### config.mk
export PLATFORM = sky130hd
export DESIGN_NAME = can_selective_wake_config
export DESIGN_NICKNAME = d
export VERILOG_FILES = /design/src/swk_cfg_pkg.sv /design/src/swk_reg_if.sv /design/src/swk_config.sv /design/src/swk_reg_store.sv
export SDC_FILE = /design/constraint.sdc
export NUM_CORES = 1
export LEC_CHECK = 0
export BUFFER_PORTS_ARGS = -buffer_cell sky130_fd_sc_hd__buf_2
export CAP_MARGIN = 0
export CORE_MARGIN = 4
export CORE_UTILIZATION = 59
export DETAILED_ROUTE_END_ITERATION = 6
export GPL_TIMING_DRIVEN = 0
export HOLD_SLACK_MARGIN = 0.06
export PLACE_DENSITY = 0.84
export SYNTH_ARGS = -nofsm -noshare
export SYNTH_HDL_FRONTEND = slang
export SYNTH_SLANG_ARGS = --single-unit
### constraint.sdc
create_clock -name mclk_i -period 4.85 [get_ports mclk_i]
set_clock_uncertainty 0.1 [all_clocks]
set_input_delay 0.485 -clock mclk_i [delete_from_list [all_inputs] [get_ports mclk_i]]
set_output_delay 0.485 -clock mclk_i [all_outputs]
set_load 0.05 [all_outputs]
### src/swk_cfg_pkg.sv
// Constants and types for the selective-wake configuration block
package wake_cfg_pkg;

   // ==========================================================
   // Register addresses (7-bit register space)
   localparam logic [6:0] ADDR_CTRL    = 7'h20;
   localparam logic [6:0] ADDR_QUANTA  = 7'h21;
   localparam logic [6:0] ADDR_SAMPLE  = 7'h22;
   localparam logic [6:0] ADDR_ID_TOP  = 7'h23;
   localparam logic [6:0] ADDR_ID_UMID = 7'h24;
   localparam logic [6:0] ADDR_ID_LMID = 7'h25;
   localparam logic [6:0] ADDR_ID_LOW  = 7'h26;
   localparam int         REG_COUNT    = 7;

   // ==========================================================
   // Field positions
   localparam int         CTRL_CAL_MODE_BIT = 7;
   localparam int         CTRL_KEY_HI      = 6;
   localparam int         CTRL_KEY_LO      = 5;
   localparam int         CTRL_TO_IRQ_BIT  = 4;
   localparam int         CTRL_VALID_BIT   = 0;
   localparam logic [1:0] UNLOCK_KEY       = 2'h3;
   localparam int         ID_LOW_RTR_BIT   = 1;
   localparam int         ID_LOW_IDE_BIT   = 0;

   // ==========================================================
   // Write masks (reserved bits read zero)
   localparam logic [7:0] CTRL_WMASK   = 8'hf1;
   localparam logic [7:0] SAMPLE_WMASK = 8'h3f;
   localparam logic [7:0] ID_LOW_WMASK = 8'h7f;
   localparam logic [7:0] FULL_WMASK   = 8'hff;

   // ==========================================================
   // Reset values
   localparam logic [7:0] CTRL_RST   = 8'h00;
   localparam logic [7:0] QUANTA_RST = 8'ha0;
   localparam logic [7:0] SAMPLE_RST = 8'h33;
   localparam logic [7:0] ID_RST     = 8'h00;
   localparam logic [7:0] OPTION_RST = 8'h00;
   localparam logic [7:0] CTRL_RESTART_KEEP = 8'hf0;

   // ==========================================================
   // Calibration tracker states
   typedef enum logic [2:0] {
      CAL_IDLE = 3'b001,
      CAL_LOW  = 3'b010,
      CAL_HIGH = 3'b100
   } cal_state_t;

   localparam logic [15:0] CAL_CNT_RST = 16'h0000;

endpackage : wake_cfg_pkg

### src/swk_reg_if.sv
// Register array access bundle between top and register store
`timescale 1ns/1ps
interface wake_reg_if;
   logic       wr_en;
   logic [2:0] wr_idx;
   logic [7:0] wr_data;
   logic [2:0] rd_idx;
   logic [7:0] rd_data;
   logic [7:0] ctrl;
   logic [7:0] quanta;
   logic [7:0] sample;
   logic [7:0] id_top;
   logic [7:0] id_umid;
   logic [7:0] id_lmid;
   logic [7:0] id_low;
   modport master (output wr_en, wr_idx, wr_data, rd_idx,
                   input rd_data, ctrl, quanta, sample, id_top, id_umid, id_lmid, id_low);
   modport store  (input wr_en, wr_idx, wr_data, rd_idx,
                   output rd_data, ctrl, quanta, sample, id_top, id_umid, id_lmid, id_low);
endinterface : wake_reg_if

### src/swk_config.sv
// Selective-wake configuration registers, calibration and wake-frame matching
`timescale 1ns/1ps
// Behaviour
// - Control bit 7 enables oscillator calibration mode.
// - Recalibration unlocked only when key bits 6:5 equal 11.
// - Calibration trims oscillator from transmit data pin activity.
// - Option register writes accepted only while key equals 11.
// - Bit 4 gates bus time-out onto active-low interrupt pin.
// - Time-out flag sets only while selective wake enable input is high.
// - Selective wake enabled only while configuration-valid reads one.
// - Valid bit cleared on wake-up, power-on, or config data change.
// - Reserved bits read as zero.
// - Eight-bit time quanta per bit field.
// - Six-bit sampling point fraction field.
// - Reset loads a0 and 33; restart keeps timing registers.
// - Restart clears control low nibble, keeps upper nibble.
// - 29-bit identifier spread over four registers.
// - Standard identifier occupies identifier bits 28 to 18.
// - Extension bit selects 11 or 29 bit identifier.
// - Remote bit selects data frame or remote request.
module can_selective_wake_config
   import wake_cfg_pkg::*;
(
   input  wire logic        mclk_i,
   input  wire logic        resetn_i,
   input  wire logic        soft_reset_i,
   input  wire logic        restart_i,
   input  wire logic        reg_wr_i,
   input  wire logic        reg_rd_i,
   input  wire logic [6:0]  reg_addr_i,
   input  wire logic [7:0]  reg_wdata_i,
   output logic      [7:0]  reg_rdata_o,
   output logic             reg_rvalid_o,
   input  wire logic        wake_option_register_wr_i,
   input  wire logic [7:0]  wake_option_register_data_i,
   output logic      [7:0]  wake_option_register_o,
   input  wire logic        selective_wake_enable_i,
   input  wire logic        bus_timeout_event_i,
   input  wire logic        bus_timeout_clear_i,
   output logic             bus_timeout_flag_o,
   output logic             interrupt_out_n_o,
   input  wire logic        transmit_data_pin_i,
   output logic      [15:0] osc_trim_period_o,
   output logic             osc_trim_strobe_o,
   input  wire logic        wake_up_event_i,
   input  wire logic        frame_valid_i,
   input  wire logic [28:0] frame_id_i,
   input  wire logic        frame_ide_i,
   input  wire logic        frame_rtr_i,
   output logic             wake_up_frame_match_o,
   output logic             selective_wake_active_o,
   output logic             recal_unlocked_o,
   output logic      [7:0]  quanta_per_bit_o,
   output logic      [5:0]  sample_point_fraction_o
);

   wake_reg_if rif ();

   logic       cfg_wr;
   logic       key_ok;
   logic       wake_enabled;
   logic       clear_valid;
   logic       rd_pend;
   logic [28:0] cfg_id;

   function automatic logic [2:0] addr_index(input logic [6:0] a);
      addr_index = 3'(a - ADDR_CTRL);
   endfunction : addr_index

   function automatic logic in_map(input logic [6:0] a);
      in_map = (a >= ADDR_CTRL) && (a <= ADDR_ID_LOW);
   endfunction : in_map

   // ==========================================================
   // Register access
   assign rif.wr_en   = reg_wr_i && in_map(reg_addr_i);
   assign rif.wr_idx  = addr_index(reg_addr_i);
   assign rif.wr_data = reg_wdata_i;
   assign rif.rd_idx  = in_map(reg_addr_i) ? addr_index(reg_addr_i) : 3'd7;

   // Any write to timing or identifier data
   assign cfg_wr = rif.wr_en && (reg_addr_i != ADDR_CTRL);
   assign clear_valid = wake_up_event_i || cfg_wr;

   wake_reg_store u_store (
      .mclk_i        (mclk_i),
      .resetn_i      (resetn_i),
      .soft_reset_i  (soft_reset_i),
      .restart_i     (restart_i),
      .clear_valid_i (clear_valid),
      .bus           (rif.store)
   );

   always_ff @(posedge mclk_i or negedge resetn_i) begin
      if (!resetn_i) begin
         rd_pend <= 1'b0;
      end else begin
         rd_pend <= reg_rd_i;
      end
   end

   assign reg_rdata_o  = rif.rd_data;
   assign reg_rvalid_o = rd_pend;

   // ==========================================================
   // Derived controls
   assign key_ok = rif.ctrl[CTRL_KEY_HI:CTRL_KEY_LO] == UNLOCK_KEY;
   assign recal_unlocked_o = key_ok;
   assign wake_enabled = rif.ctrl[CTRL_VALID_BIT] && selective_wake_enable_i;
   assign selective_wake_active_o = wake_enabled;
   assign quanta_per_bit_o = rif.quanta;
   assign sample_point_fraction_o = rif.sample[5:0];

   // ==========================================================
   // Option register, writable only with unlock key
   always_ff @(posedge mclk_i or negedge resetn_i) begin
      if (!resetn_i) begin
         wake_option_register_o <= OPTION_RST;
      end else if (soft_reset_i) begin
         wake_option_register_o <= OPTION_RST;
      end else if (wake_option_register_wr_i && key_ok) begin
         wake_option_register_o <= wake_option_register_data_i;
      end
   end

   // ==========================================================
   // Bus time-out flag and interrupt
   always_ff @(posedge mclk_i or negedge resetn_i) begin
      if (!resetn_i) begin
         bus_timeout_flag_o <= 1'b0;
      end else if (bus_timeout_event_i && selective_wake_enable_i) begin
         bus_timeout_flag_o <= 1'b1;
      end else if (bus_timeout_clear_i) begin
         bus_timeout_flag_o <= 1'b0;
      end
   end

   always_ff @(posedge mclk_i or negedge resetn_i) begin
      if (!resetn_i) begin
         interrupt_out_n_o <= 1'b1;
      end else begin
         interrupt_out_n_o <= !(bus_timeout_flag_o && rif.ctrl[CTRL_TO_IRQ_BIT]);
      end
   end

   // ==========================================================
   // Oscillator calibration: measure transmit pin low-high periods
   cal_state_t  cal_state;
   logic [15:0] cal_cnt;
   logic        cal_run;

   assign cal_run = rif.ctrl[CTRL_CAL_MODE_BIT] && key_ok;

   always_ff @(posedge mclk_i or negedge resetn_i) begin
      if (!resetn_i) begin
         cal_state <= CAL_IDLE;
      end else if (!cal_run) begin
         cal_state <= CAL_IDLE;
      end else begin
         case (cal_state)
            CAL_IDLE: begin
               if (!transmit_data_pin_i) cal_state <= CAL_LOW;
            end
            CAL_LOW: begin
               if (transmit_data_pin_i) cal_state <= CAL_HIGH;
            end
            CAL_HIGH: begin
               if (!transmit_data_pin_i) cal_state <= CAL_LOW;
            end
            default: cal_state <= CAL_IDLE;
         endcase
      end
   end

   always_ff @(posedge mclk_i or negedge resetn_i) begin
      if (!resetn_i) begin
         cal_cnt           <= CAL_CNT_RST;
         osc_trim_period_o <= CAL_CNT_RST;
         osc_trim_strobe_o <= 1'b0;
      end else begin
         osc_trim_strobe_o <= 1'b0;
         if (!cal_run || cal_state == CAL_IDLE) begin
            cal_cnt <= CAL_CNT_RST;
         end else if (cal_state == CAL_HIGH && !transmit_data_pin_i) begin
            osc_trim_period_o <= cal_cnt + 16'h0001;
            osc_trim_strobe_o <= 1'b1;
            cal_cnt           <= CAL_CNT_RST;
         end else if (cal_cnt != 16'hffff) begin
            cal_cnt <= cal_cnt + 16'h0001;
         end
      end
   end

   // ==========================================================
   // Wake-frame comparison
   assign cfg_id = {rif.id_top, rif.id_umid, rif.id_lmid, rif.id_low[6:2]};

   always_ff @(posedge mclk_i or negedge resetn_i) begin
      if (!resetn_i) begin
         wake_up_frame_match_o <= 1'b0;
      end else begin
         wake_up_frame_match_o <= 1'b0;
         if (frame_valid_i && wake_enabled
             && frame_ide_i == rif.id_low[ID_LOW_IDE_BIT]
             && frame_rtr_i == rif.id_low[ID_LOW_RTR_BIT]) begin
            if (rif.id_low[ID_LOW_IDE_BIT]) begin
               wake_up_frame_match_o <= frame_id_i == cfg_id;
            end else begin
               wake_up_frame_match_o <= frame_id_i[28:18] == cfg_id[28:18];
            end
         end
      end
   end

endmodule : can_selective_wake_config

### src/swk_reg_store.sv
// Configuration register store with power-on and restart behaviour
`timescale 1ns/1ps
module wake_reg_store
   import wake_cfg_pkg::*;
(
   input  wire logic mclk_i,
   input  wire logic resetn_i,
   input  wire logic soft_reset_i,
   input  wire logic restart_i,
   input  wire logic clear_valid_i,
   wake_reg_if.store bus
);

   logic [7:0] control;
   logic [7:0] regs [1:REG_COUNT-1];

   function automatic logic [7:0] wmask(input logic [2:0] idx);
      case (idx)
         3'd0:    wmask = CTRL_WMASK;
         3'd2:    wmask = SAMPLE_WMASK;
         3'd6:    wmask = ID_LOW_WMASK;
         default: wmask = FULL_WMASK;
      endcase
   endfunction : wmask

   // ==========================================================
   // Control register
   always_ff @(posedge mclk_i or negedge resetn_i) begin
      if (!resetn_i) begin
         control <= CTRL_RST;
      end else if (soft_reset_i) begin
         control <= CTRL_RST;
      end else if (restart_i) begin
         control <= control & CTRL_RESTART_KEEP;
      end else if (bus.wr_en && bus.wr_idx == 3'h0) begin
         control <= bus.wr_data & CTRL_WMASK;
      end else if (clear_valid_i) begin
         control[CTRL_VALID_BIT] <= 1'b0;
      end
   end

   // ==========================================================
   // Timing and identifier registers, kept through restart
   always_ff @(posedge mclk_i or negedge resetn_i) begin
      if (!resetn_i) begin
         regs[1] <= QUANTA_RST;
         regs[2] <= SAMPLE_RST;
         for (int i = 3; i < REG_COUNT; i++) begin
            regs[i] <= ID_RST;
         end
      end else if (soft_reset_i) begin
         regs[1] <= QUANTA_RST;
         regs[2] <= SAMPLE_RST;
         for (int i = 3; i < REG_COUNT; i++) begin
            regs[i] <= ID_RST;
         end
      end else if (bus.wr_en && bus.wr_idx != 3'd0 && bus.wr_idx < 3'd7) begin
         regs[bus.wr_idx] <= bus.wr_data & wmask(bus.wr_idx);
      end
   end

   always_ff @(posedge mclk_i or negedge resetn_i) begin
      if (!resetn_i) begin
         bus.rd_data <= 8'h00;
      end else if (bus.rd_idx == 3'h0) begin
         bus.rd_data <= control;
      end else if (bus.rd_idx < 3'h7) begin
         bus.rd_data <= regs[bus.rd_idx];
      end else begin
         bus.rd_data <= 8'h00;
      end
   end

   assign bus.ctrl    = control;
   assign bus.quanta  = regs[1];
   assign bus.sample  = regs[2];
   assign bus.id_top  = regs[3];
   assign bus.id_umid = regs[4];
   assign bus.id_lmid = regs[5];
   assign bus.id_low  = regs[6];

endmodule : wake_reg_store

== After elaboration in Yosys (flattened, before gate mapping) ==
Cells that the tools add are included.

* Word-level logic and storage cells: 116
* Input port bits: 67
* Register bits: 112

* Mux-type cells: 34
* Bitwise gates (word level): 4
* Eq/ne operators: 15
* $lt $le $gt $ge: 7
* Add/sub/neg operators: 2
* Reduce and logical (&&, ||, !) cells: 35

{| class="wikitable"
|+ Operator list
! operator !! count
|-
| $mux W48 || 2
|-
| $mux W8 || 11
|-
| $bwmux W48 || 1
|-
| $mux W16 || 3
|-
| $eq A29 B29 Y1 || 1
|-
| $bmux W8 S3 || 1
|-
| $demux W8 S3 || 1
|-
| $pmux W8 S3 || 1
|-
| $add A16 B1 Y16 const B || 1
|-
| $logic_and A1 B1 Y1 || 16
|-
| $ne A16 B16 Y1 const B || 1
|-
| $mux W3 || 4
|-
| $eq A11 B11 Y1 || 1
|-
| $reduce_bool A3 Y1 || 3
|-
| $and A8 B8 Y8 || 1
|-
| $ge A4 B4 Y1 const B || 2
|-
| $mux W1 || 8
|-
| $not A3 Y4 || 2
|-
| $reduce_bool A2 Y1 || 4
|-
| $ge A7 B6 Y1 const B || 1
|-
| $le A7 B6 Y1 const B || 1
|-
| $mux W7 || 1
|-
| $ne A7 B6 Y1 const B || 1
|-
| $eq A3 B2 Y1 const B || 2
|-
| other kinds (17) || 27
|}

== Longest topological paths before layout ==
Gate-level depths: netlist of the first run.

* Depth in word-level cells: 11
* Depth in mapped cells: 7

== Hierarchy ==
A second synthesis of the first run with hierarchy kept.

* Cell total of the unflattened synthesis: 537
* Area, all modules: 5565.3 sq um

{| class="wikitable"
|+ By module, submodules not included
! module !! cells an instance !! sequential area each (sq um) !! times used !! area each (sq um)
|-
| wake_reg_store || 302 || 1534.0 || 1 || 3064.2
|-
| can_selective_wake_config || 235 || 1203.7 || 1 || 2501.1
|}

== Least setup slack after synthesis of the first run ==
OpenSTA, ideal clock, no wires.

* Path kind: register -> register
* Start: reg u_store.control[5], in the netlist u_store.bus.ctrl[5]
* End: reg osc_trim_period_o[1]
* Cell stages (with the launch flop): 6
* Path slack: 2.939 ns
* Data required time: 4.625 ns
* Arrival time: 1.685 ns
* Clock period less this slack: 1.911 ns
* Library setup time: 0.125 ns
* Buffers on the path: 1
* Cell sequence: dfrtp_1 > and2_2 > nand2_1 > or4_1 > buf_2 > mux2_4

* Longest elaborated chain between the ends: 6

{| class="wikitable"
|+ Ends and longest elaborated chain
! what !! RTL line !! source
|-
| start: declaration || swk_reg_store.sv:14 || <nowiki>logic [7:0] control;</nowiki>
|-
| start signal: assignment || swk_reg_store.sv:34 || <nowiki>control <= control & CTRL_RESTART_KEEP;</nowiki>
|-
| start signal: assignment || swk_reg_store.sv:36 || <nowiki>control <= bus.wr_data & CTRL_WMASK;</nowiki>
|-
| $eq A2 B2 Y1 || swk_config.sv:107 || <nowiki>assign key_ok = rif.ctrl[CTRL_KEY_HI:CTRL_KEY_LO] == UNLOCK_KEY;</nowiki>
|-
| named net recal_unlocked_o || swk_config.sv:52 || <nowiki>output logic recal_unlocked_o,</nowiki>
|-
| $logic_and A1 B1 Y1 || swk_config.sv:152 || <nowiki>assign cal_run = rif.ctrl[CTRL_CAL_MODE_BIT] && key_ok;</nowiki>
|-
| $logic_not A1 Y1 || swk_config.sv:182 || <nowiki>if (!cal_run || cal_state == CAL_IDLE) begin</nowiki>
|-
| $logic_or A1 B1 Y1 || swk_config.sv:182 ||
|-
| $not A1 Y1 (no line) || -- ||
|-
| $reduce_and A2 Y1 (no line) || -- ||
|-
| end signal: assignment || swk_config.sv:185 || <nowiki>osc_trim_period_o <= cal_cnt + 16'h0001;</nowiki>
|-
| end: declaration || swk_config.sv:43 || <nowiki>output logic [15:0] osc_trim_period_o,</nowiki>
|}

The timed path passes the listed nets, and every way through them passes these cells.
A chain may end at the register's enable or synchronous reset.

== Final worst setup path of the first run ==
* Start: reg u_store.regs (netlist bit u_store.bus.id_top[3])
* End: reg wake_up_frame_match_o

* Longest elaborated chain between the ends: 3
* Elaborated cells between the ends (all ways): 4
* Classes of those cells: 2 x eq/ne; 2 x mux

{| class="wikitable"
|+ Ends and longest elaborated chain
! what !! RTL line !! source
|-
| start: declaration || swk_reg_store.sv:15 || <nowiki>logic [7:0] regs [1:REG_COUNT-1];</nowiki>
|-
| start signal: indexed assignment || swk_reg_store.sv:58 || <nowiki>regs[bus.wr_idx] <= bus.wr_data & wmask(bus.wr_idx);</nowiki>
|-
| $eq A29 B29 Y1 / $eq A11 B11 Y1 (equally long branches) || swk_config.sv:207, swk_config.sv:209 ||
|-
| $mux W1 (*) || swk_config.sv:206 || <nowiki>if (rif.id_low[ID_LOW_IDE_BIT]) begin</nowiki>
|-
| $mux W1 (*) || swk_config.sv:203 || <nowiki>if (frame_valid_i && wake_enabled</nowiki>
|-
| end signal: assignment || swk_config.sv:207 || <nowiki>wake_up_frame_match_o <= frame_id_i == cfg_id;</nowiki>
|-
| end signal: assignment || swk_config.sv:209 || <nowiki>wake_up_frame_match_o <= frame_id_i[28:18] == cfg_id[28:18];</nowiki>
|-
| end: declaration || swk_config.sv:50 || <nowiki>output logic wake_up_frame_match_o,</nowiki>
|}

Mark *: on every way between the ends. The rest lies on a longest branch, timed or not.

==> results.py, run 1 <==
metrics = {
    "worst_hold_path": {
        "min_from": "reg_rd_i",
        "min_to": "reg_rvalid_o$_DFF_PN0_",
        "hold_class": "in -> reg",
        "whs_path_depth": 1,
    },
    "clocking": {
        "ctsHtreeMaxLevel": 3,
        "cts_tree": "yes",
        "cts_resized": 0,
        "clk_latency_ps": 370,
        "cts_buffer_depth": 2,
        "clkTransAtPathRegs_ps": 100,
        "cts_buffers": 9,
        "cts_setup_buffers": 0,
        "numClockSinks": 109,
        "root_buffer": "clkbuf_8",
        "cts_hold_buf": 1,
    },
    "worst_setup_path": {
        "critPathKind": "reg -> reg",
        "worst-r2r-setup-slack_ps": 2680,
        "crit_path_max_incr_delay_ps": 610,
        "worstPathCellList": "xor2_1 -> nor4_1 -> nand4_1 -> a2111oi_0",
        "timing.critical_path.fanout_max": 3,
        "critPathSlowestCell": "nor4_1",
        "ff2ff_path_depth": 4,
        "arrival_ps": 2270,
        "rr_endpoint": "wake_up_frame_match_o$_DFF_PN0_",
        "reg2reg_from": "u_store.bus.id_top[3]$_DFFE_PN0P_",
        "critPathCaptureType": "flip-flop",
        "crit_path_start_kind": "flip-flop",
        "cp.required_ps": 4950,
    },
    "logic_synthesis": {
        "yosysTopAreaCell": "dfrtp_1",
        "postSynth.asyncResetShare_pct": 100.0,
        "seq_area_frac_synth_pct": 50.64,
        "avgSynthCellArea_sq_um": 9.920,
        "syn-instance-count": 545,
        "synth-edff-count": 0,
        "synth_compound_area_share_pct": 12.45,
        "yosys-mux-area-fraction_pct": 5.925,
        "yosys.area_share.simple_pct": 18.65,
        "yosys-top-cells-area": "dfrtp_1, xnor2_1, mux2i_1, nor2_1, nand2_1",
        "synthAdderAreaFrac_pct": 0.2314,
        "synthDistinctLibCells": 52,
        "ys_ff_latch": 109,
        "synthFlopType": "dfrtp_1",
        "synth_top_area_share_pct": 46.75,
        "synthesis.area_sq_um": 5406,
        "synth_xor_area_share_pct": 7.614,
        "synth_top_family_by_area": "simple AND/OR/NAND/NOR gates",
        "ys_warn_count": 0,
        "syn_nets": 613,
    },
    "die": {
        "ios": 120,
        "die_area_sq_um": 10760,
        "start_util_pct": 61.40,
        "die_y_microns": 103.7,
        "coreArea_sq_um": 8806,
        "die_width_microns": 103.7,
        "row_count": 34,
    },
    "power_and_ir_drop": {
        "fin_total_pwr_mw": 1.611,
        "powerDensity_nw_per_um2": 252.8,
        "peakVddDrop_uv": 181.9,
        "leakagePower_nw": 3.170,
    },
    "grt": {
        "grt_pass1_wl_microns": 22630,
        "grt_use_met1_pct": 33.18,
        "gr-usage-met3_pct": 4.415,
        "use_met2_pct": 44.72,
        "grt_overflow": 0,
        "antenna_found_initial": 0,
        "grt_max_degree": 61,
        "grt_pass1_vias": 4541,
        "grt.total_usage_pct": 26.07,
        "busiest_layer": "met2",
    },
    "run": {
        "maxCapViolations": 0,
    },
    "finish": {
        "layout-drive-gt1-share_pct": 26.43,
        "area.growth.synth_to_final_pct": 17.87,
        "nFillCells": 702,
        "final_common_cell": "buf_2",
        "final_core_util_pct": 72.36,
        "nNetsFinal": 744,
        "layout_common_cells": "buf_2, dfrtp_1, nor2_1",
        "antenna_cells": 0,
    },
    "sta": {
        "worst_pin_slew_ps": 678.5,
        "finalHoldViolCount": 0,
        "relSlewSlack_pct": 54.77,
        "report.final.slew_viol_count": 0,
        "period_share_pct": 44.74,
        "setup_violations": 0,
        "period_minus_slack_ps": 2170,
        "timing.fmax_mhz": 460.9,
        "rsz0062_at_grt": "no",
        "tns_ps": 0,
    },
    "placement": {
        "routabilityCongestion": 0.9432,
        "port-buffer-count": 118,
        "hpwl_microns": 10740,
    },
    "routing": {
        "via_per_inst": 5.861,
        "num_vias": 4624,
        "wl_microns": 13840,
        "first_iter_violations": 283,
        "post_drt_wl_per_cell_microns": 17.54,
        "drtAntennaViolNets": 0,
        "route.detailed.drc": 0,
        "drtPass1Iterations": 5,
    },
    "outcome": {
        "status": "complete, no violations",
    },
}
==> cells in the mapped netlist (all sizes together), types with 4 or more instances <==
cell,n
dfrtp,101
a211o,8
nand4,10
inv,13
a211oi,5
clkbuf,11
xnor2,35
o21ai,31
a22o,4
xor2,12
nor3,9
buf,22
a22oi,14
nand4b,4
nand3,20
mux2i,26
nand2,61
a21oi,37
dfstp,8
and3,7
nor2,69
==> worst max-delay path by stage <==
stage | from | endpoint | cells past startpoint
finish | u_store.bus.id_top[3]$_DFFE_PN0P_ | wake_up_frame_match_o$_DFF_PN0_ | 4
global route | u_store.bus.id_top[3]$_DFFE_PN0P_ | wake_up_frame_match_o$_DFF_PN0_ | 4
CTS | u_store.bus.id_top[3]$_DFFE_PN0P_ | wake_up_frame_match_o$_DFF_PN0_ | 4
detailed placement | frame_id_i[24] | wake_up_frame_match_o$_DFF_PN0_ | 5
global placement | resetn_i | wake_option_register_o[4]$_DFFE_PN0P_ | 1
floorplan | u_store.bus.ctrl[5]$_DFFE_PN0P_ | osc_trim_period_o[1]$_DFFE_PN0P_ | 5
==> metrics by stage <==
stage	setup WS [ps]	instance area, sq um	cells	hold WS (ps)
floorplan	2939	5406	545	89.41
global placement	2037	6132	771	309.1
detailed placement	2556	6162	772	318.6
CTS	2696	6372	789	122.0
global route	2596	6372	789	112.6
finish	2680	6372	789	130.6
==> routing by layer <==
| layer | routed length, microns | vias up |
|---|---|---|
| li1 | - | 2149 |
| met4 | 447 | 0 |
| met3 | 1009 | 36 |
| met2 | 6884 | 209 |
| met1 | 5502 | 2230 |
| met5 | 0 | - |
==> registers in the layout, indices dropped and copies added, names as in the netlist <==
register,count
cal_state,3
bus_timeout_flag_o,1
cal_cnt,16
reg_rvalid_o,1
u_store.bus.id_low,8
u_store.bus.id_umid,8
wake_option_register_o,8
interrupt_out_n_o,1
u_store.bus.quanta,8
u_store.bus.sample,8
u_store.bus.id_top,8
wake_up_frame_match_o,1
osc_trim_strobe_o,1
u_store.bus.rd_data,8
osc_trim_period_o,16
u_store.bus.id_lmid,8
u_store.bus.ctrl,5
==> worst max-delay path: cells and delay by family (launching register included) <==
kind	cells	cell delay (ps)
AND/OR/NAND/NOR	2	770
AO/OA/AOI/OAI	1	560
flip-flops	1	420
XOR/XNOR	1	170
==> cell type report <==
type,instances,area (sq um),share of cell area (%)
flip-flops and latches,109,2738,42.96
multi-input cells,390,2426,38.07
repair buffers,120,630.6,9.896
plain buffers,33,193.9,3.043
clock buffers,12,145.1,2.278
well taps,108,135.1,2.121
clock inverters,4,55.05,0.8639
inverters,13,48.80,0.7658
==> kinds of logic (layout without fill, tap and decap cells) <==
group | Yosys count | in the layout
xor+xnor | 47 | 47
fa+ha+maj | 1 | 1
compound gates | 110 | 110
buf+inv | 46 | 182
simple gates | 202 | 202
flops | 109 | 109
mux | 30 | 30
==> where the power goes <==
| group | leakage [nW] | switching [mW] | internal [mW] |
|---|---|---|---|
| clock | 0.0972 | 0.299 | 0.257 |
| combinational | 1.58 | 0.0914 | 0.0511 |
| sequential | 1.49 | 0.00194 | 0.911 |
No activity file was read; power rests on OpenSTA's default activity.
==> run 2: changes to the inputs <==
--- a/config.mk
+++ b/config.mk
@@ -5,14 +5,15 @@
 export SDC_FILE = /design/constraint.sdc
 export NUM_CORES = 1
 export LEC_CHECK = 0
+export ABC_AREA = 1
 export BUFFER_PORTS_ARGS = -buffer_cell sky130_fd_sc_hd__buf_2
 export CAP_MARGIN = 0
 export CORE_MARGIN = 4
-export CORE_UTILIZATION = 59
+export CORE_UTILIZATION = 50
 export DETAILED_ROUTE_END_ITERATION = 6
 export GPL_TIMING_DRIVEN = 0
 export HOLD_SLACK_MARGIN = 0.06
-export PLACE_DENSITY = 0.84
+export PLACE_DENSITY = 0.75
 export SYNTH_ARGS = -nofsm -noshare
 export SYNTH_HDL_FRONTEND = slang
 export SYNTH_SLANG_ARGS = --single-unit
==> constraint.sdc (replaced) <==
create_clock -name mclk_i -period 1.9 [get_ports mclk_i]
set_clock_uncertainty 0.1 [all_clocks]
set_input_delay 0.19 -clock mclk_i [delete_from_list [all_inputs] [get_ports mclk_i]]
set_output_delay 0.19 -clock mclk_i [all_outputs]
set_load 0.05 [all_outputs]
==> run 2 against run 1 <==
  * Worst setup slack got worse by 2500 ps
  * Critical path depth increased by 4
  * Sequential power increased to 2.6 times the previous value
  * Synthesized cell count increased by 40%
  * Cell count increased by 35%
  * Routed wire length increased by 16%
  * Die area increased by 24%
  * Area after synthesis increased by 6.7%
  * Core utilization decreased by 8.3 points
  * Register-to-register slack got worse by 2500 ps
  * Total power increased to 2.9 times the previous value
  * First-iteration DRC count increased by 87%
  * Critical path type unchanged
==> results.py, run 2 <==
metrics = {
    "logic_synthesis": {
        "seq_area_frac_synth_pct": 47.44,
        "synthDistinctLibCells": 37,
        "synth_common_cells": "nand2_1, dfrtp_1, inv_1, nand3_1, nor2_1",
        "synth_top_area_share_pct": 43.80,
        "avgSynthCellArea_sq_um": 7.543,
        "yosys-top-cells-area": "dfrtp_1, nand2_1, nand3_1, inv_1, o21ai_0",
        "synth-edff-count": 0,
        "postSynth.asyncResetShare_pct": 100.0,
        "ys_warn_count": 0,
        "ys_ff_latch": 109,
        "syn_nets": 833,
        "synthFlopType": "dfrtp_1",
        "yosysTopAreaCell": "dfrtp_1",
        "synthesis.area_sq_um": 5771,
        "syn-instance-count": 765,
        "yosysMostFrequentCell": "nand2_1",
    },
    "sta": {
        "report.final.slew_viol_count": 0,
        "finalHoldViolCount": 0,
        "setup_ws_ps": 144.9,
        "setup_violations": 0,
        "period_minus_slack_ps": 1755,
        "timing.fmax_mhz": 569.8,
        "worst_pin_slew_ps": 669.3,
        "period_share_pct": 92.37,
        "rsz0062_at_grt": "no",
        "relSlewSlack_pct": 55.38,
    },
    "die": {
        "coreArea_sq_um": 11080,
        "ios": 120,
        "start_util_pct": 52.09,
        "die_width_microns": 115.4,
        "die_area_sq_um": 13320,
        "row_count": 38,
        "die_y_microns": 115.4,
    },
    "power_and_ir_drop": {
        "leakagePower_nw": 3.798,
        "peakVddDrop_uv": 606.3,
        "powerDensity_nw_per_um2": 658.3,
    },
    "finish": {
        "final_core_util_pct": 64.04,
        "antenna_cells": 0,
        "fin_cells": 1063,
        "multi_input_area_sq_um": 2520,
        "nFillCells": 1022,
        "nNetsFinal": 986,
        "layout-drive-gt1-share_pct": 21.02,
        "area.growth.synth_to_final_pct": 22.94,
        "regArea_sq_um": 2738,
        "layout_common_cells": "nand2_1, buf_2, dfrtp_1",
        "final_common_cell": "nand2_1",
        "reg_top3": "cal_cnt: 16 flops, osc_trim_period_o: 16 flops",
    },
    "routing": {
        "drtAntennaViolNets": 0,
        "first_iter_violations": 529,
        "route.detailed.drc": 0,
        "post_drt_wl_per_cell_microns": 15.16,
        "via_per_inst": 5.276,
        "wl_microns": 16120,
        "drtPass1Iterations": 5,
        "num_vias": 5608,
    },
    "grt": {
        "grt_pass1_wl_microns": 26050,
        "grt_max_degree": 59,
        "grt_pass1_vias": 5423,
        "antenna_found_initial": 0,
        "grt_overflow": 0,
        "grt.total_usage_pct": 25.04,
    },
    "run": {
        "maxCapViolations": 0,
    },
    "worst_setup_path": {
        "critPathKind": "reg -> reg",
        "arrival_ps": 1900,
        "critPathSlowestCell": "dfrtp_1",
        "crit_path_max_incr_delay_ps": 410,
        "timing.critical_path.fanout_max": 10,
        "critPathCaptureType": "flip-flop",
        "cp.required_ps": 2050,
        "critPathBufInv": 2,
        "crit_path_start_kind": "flip-flop",
        "cp_top_family": "simple AND/OR/NAND/NOR gates",
        "worstPathCellList": "ha_1 -> nand3_1 -> inv_1 -> nand2_1 -> nor2_2 -> nand2_4 -> buf_6 -> o31ai_1",
    },
    "clocking": {
        "root_buffer": "clkbuf_16",
        "clkTransAtPathRegs_ps": 70,
        "cts_buffers": 9,
        "cts_tree": "yes",
        "ctsHtreeMaxLevel": 3,
        "cts_buffer_depth": 2,
        "clk_latency_ps": 350,
        "numClockSinks": 109,
    },
    "placement": {
        "routabilityCongestion": 0.9416,
        "port-buffer-count": 118,
        "hpwl_microns": 12390,
        "post-place-ws_ps": 28.36,
        "dpl.cell_count": 1024,
    },
    "worst_hold_path": {
        "hold_class": "in -> reg",
    },
    "outcome": {
        "status": "complete, no violations",
    },
}
run 2: cell count changes in the layout (fill, tap and decap cells not counted), moves of 8 or more:
cell           previous run  this run
nand3_1                  19        72
nand2_1                  58       233
a21oi_1                  37         6
o22ai_1                   1        17
o21ai_0                  15        56
xnor2_1                  35         4
dlygate4sd3_1             1        22
a211o_1                   8         0
a22oi_1                  14         0
mux2i_1                  26         0
clkbuf_8                 10         1
clkbuf_16                 0         9
clkbuf_1                 13         4
inv_1                    13        92
run 2: final timing paths:
check / from / end / slack, ps / cells after the start
min in group asynchronous: resetn_i / osc_trim_period_o[3]$_DFFE_PN0P_ / 310 / 2
worst min register to register: u_store.bus.ctrl[4]$_DFFE_PN0P_ / interrupt_out_n_o$_DFF_PN1_ / 330 / 1
worst max register to register: cal_cnt[0]$_DFFE_PN0P_ / cal_cnt[3]$_DFFE_PN0P_ / 140 / 8
worst max-delay path: cal_cnt[0]$_DFFE_PN0P_ / cal_cnt[3]$_DFFE_PN0P_ / 140 / 8
max in group asynchronous: resetn_i / u_store.bus.id_lmid[1]$_DFFE_PN0P_ / 670 / 3
worst min-delay path: restart_i / u_store.bus.ctrl[0]$_DFFE_PN0P_ / 110 / 4
run 2: metrics by stage:
stage	hold slack, ps	instance area, sq um	power (mW)	TNS (ps)
4_1_cts	85.57	7082	4.691	0
6_report	107.9	7094	4.670	0
3_3_place_gp	203.2	6536	2.783	-70420
2_1_floorplan	-205.6	5771	2.590	0
3_5_place_dp	164.2	6566	2.793	0
5_1_grt	134.7	7094	4.828	0
run 2: cell type report:
| cell class | count | area share (%) |
|---|---|---|
| Timing Repair Buffer | 142 | 11.96 |
| Tap cell | 140 | 2.469 |
| Inverter | 100 | 5.326 |
| Buffer | 22 | 1.975 |
| Clock inverter | 3 | 0.6349 |
| Sequential cell | 109 | 38.59 |
| Clock buffer | 13 | 3.527 |
| Multi-Input combinational cell | 534 | 35.52 |
run 2: what timing repair did:
| action | in CTS | in global routing |
|---|---|---|
| setup endpoints to repair | 0 | 20 |
| resized for setup | 0 | 3 |
| hold buffers | 22 | 0 |
| hold endpoints to repair | 64 | 0 |
| buffers inserted | 0 | 1 |
run 2: cells by family after synthesis:
family | count (synthesis) | synth area share (%)
flip-flops | 109 | 47.44
adder cells (fa/ha/maj) | 1 | 0.2168
XOR/XNOR | 17 | 2.580
AND/OR/NAND/NOR | 416 | 31.35
AO/OA/AOI/OAI | 100 | 9.475
buffers and inverters | 122 | 8.933
run 2: report_power, final:
part,switching [mW],internal (mW),total [mW]
logic,0.283,0.158,0.441
registers,0.00712,2.34,2.34
clock network,0.824,1.06,1.88
total,1.11,3.56,4.67
run 2: metal layers:
metal / global-route usage (%) / routed length, microns / share of wire [%]
met4: 6.651 / 264 / 1.6
met5: 0 / 0 / 0
met1: 32.98 / 6954 / 43
met2: 42.52 / 7811 / 48
met3: 4.909 / 1089 / 6.8
run 2: worst min-delay path: cells and delay by family:
| family | cells | cell delay [ps] |
|---|---|---|
| AND/OR/NAND/NOR | 2 | 140 |
| buffers and inverters | 1 | 110 |
| AO/OA/AOI/OAI | 1 | 70 |
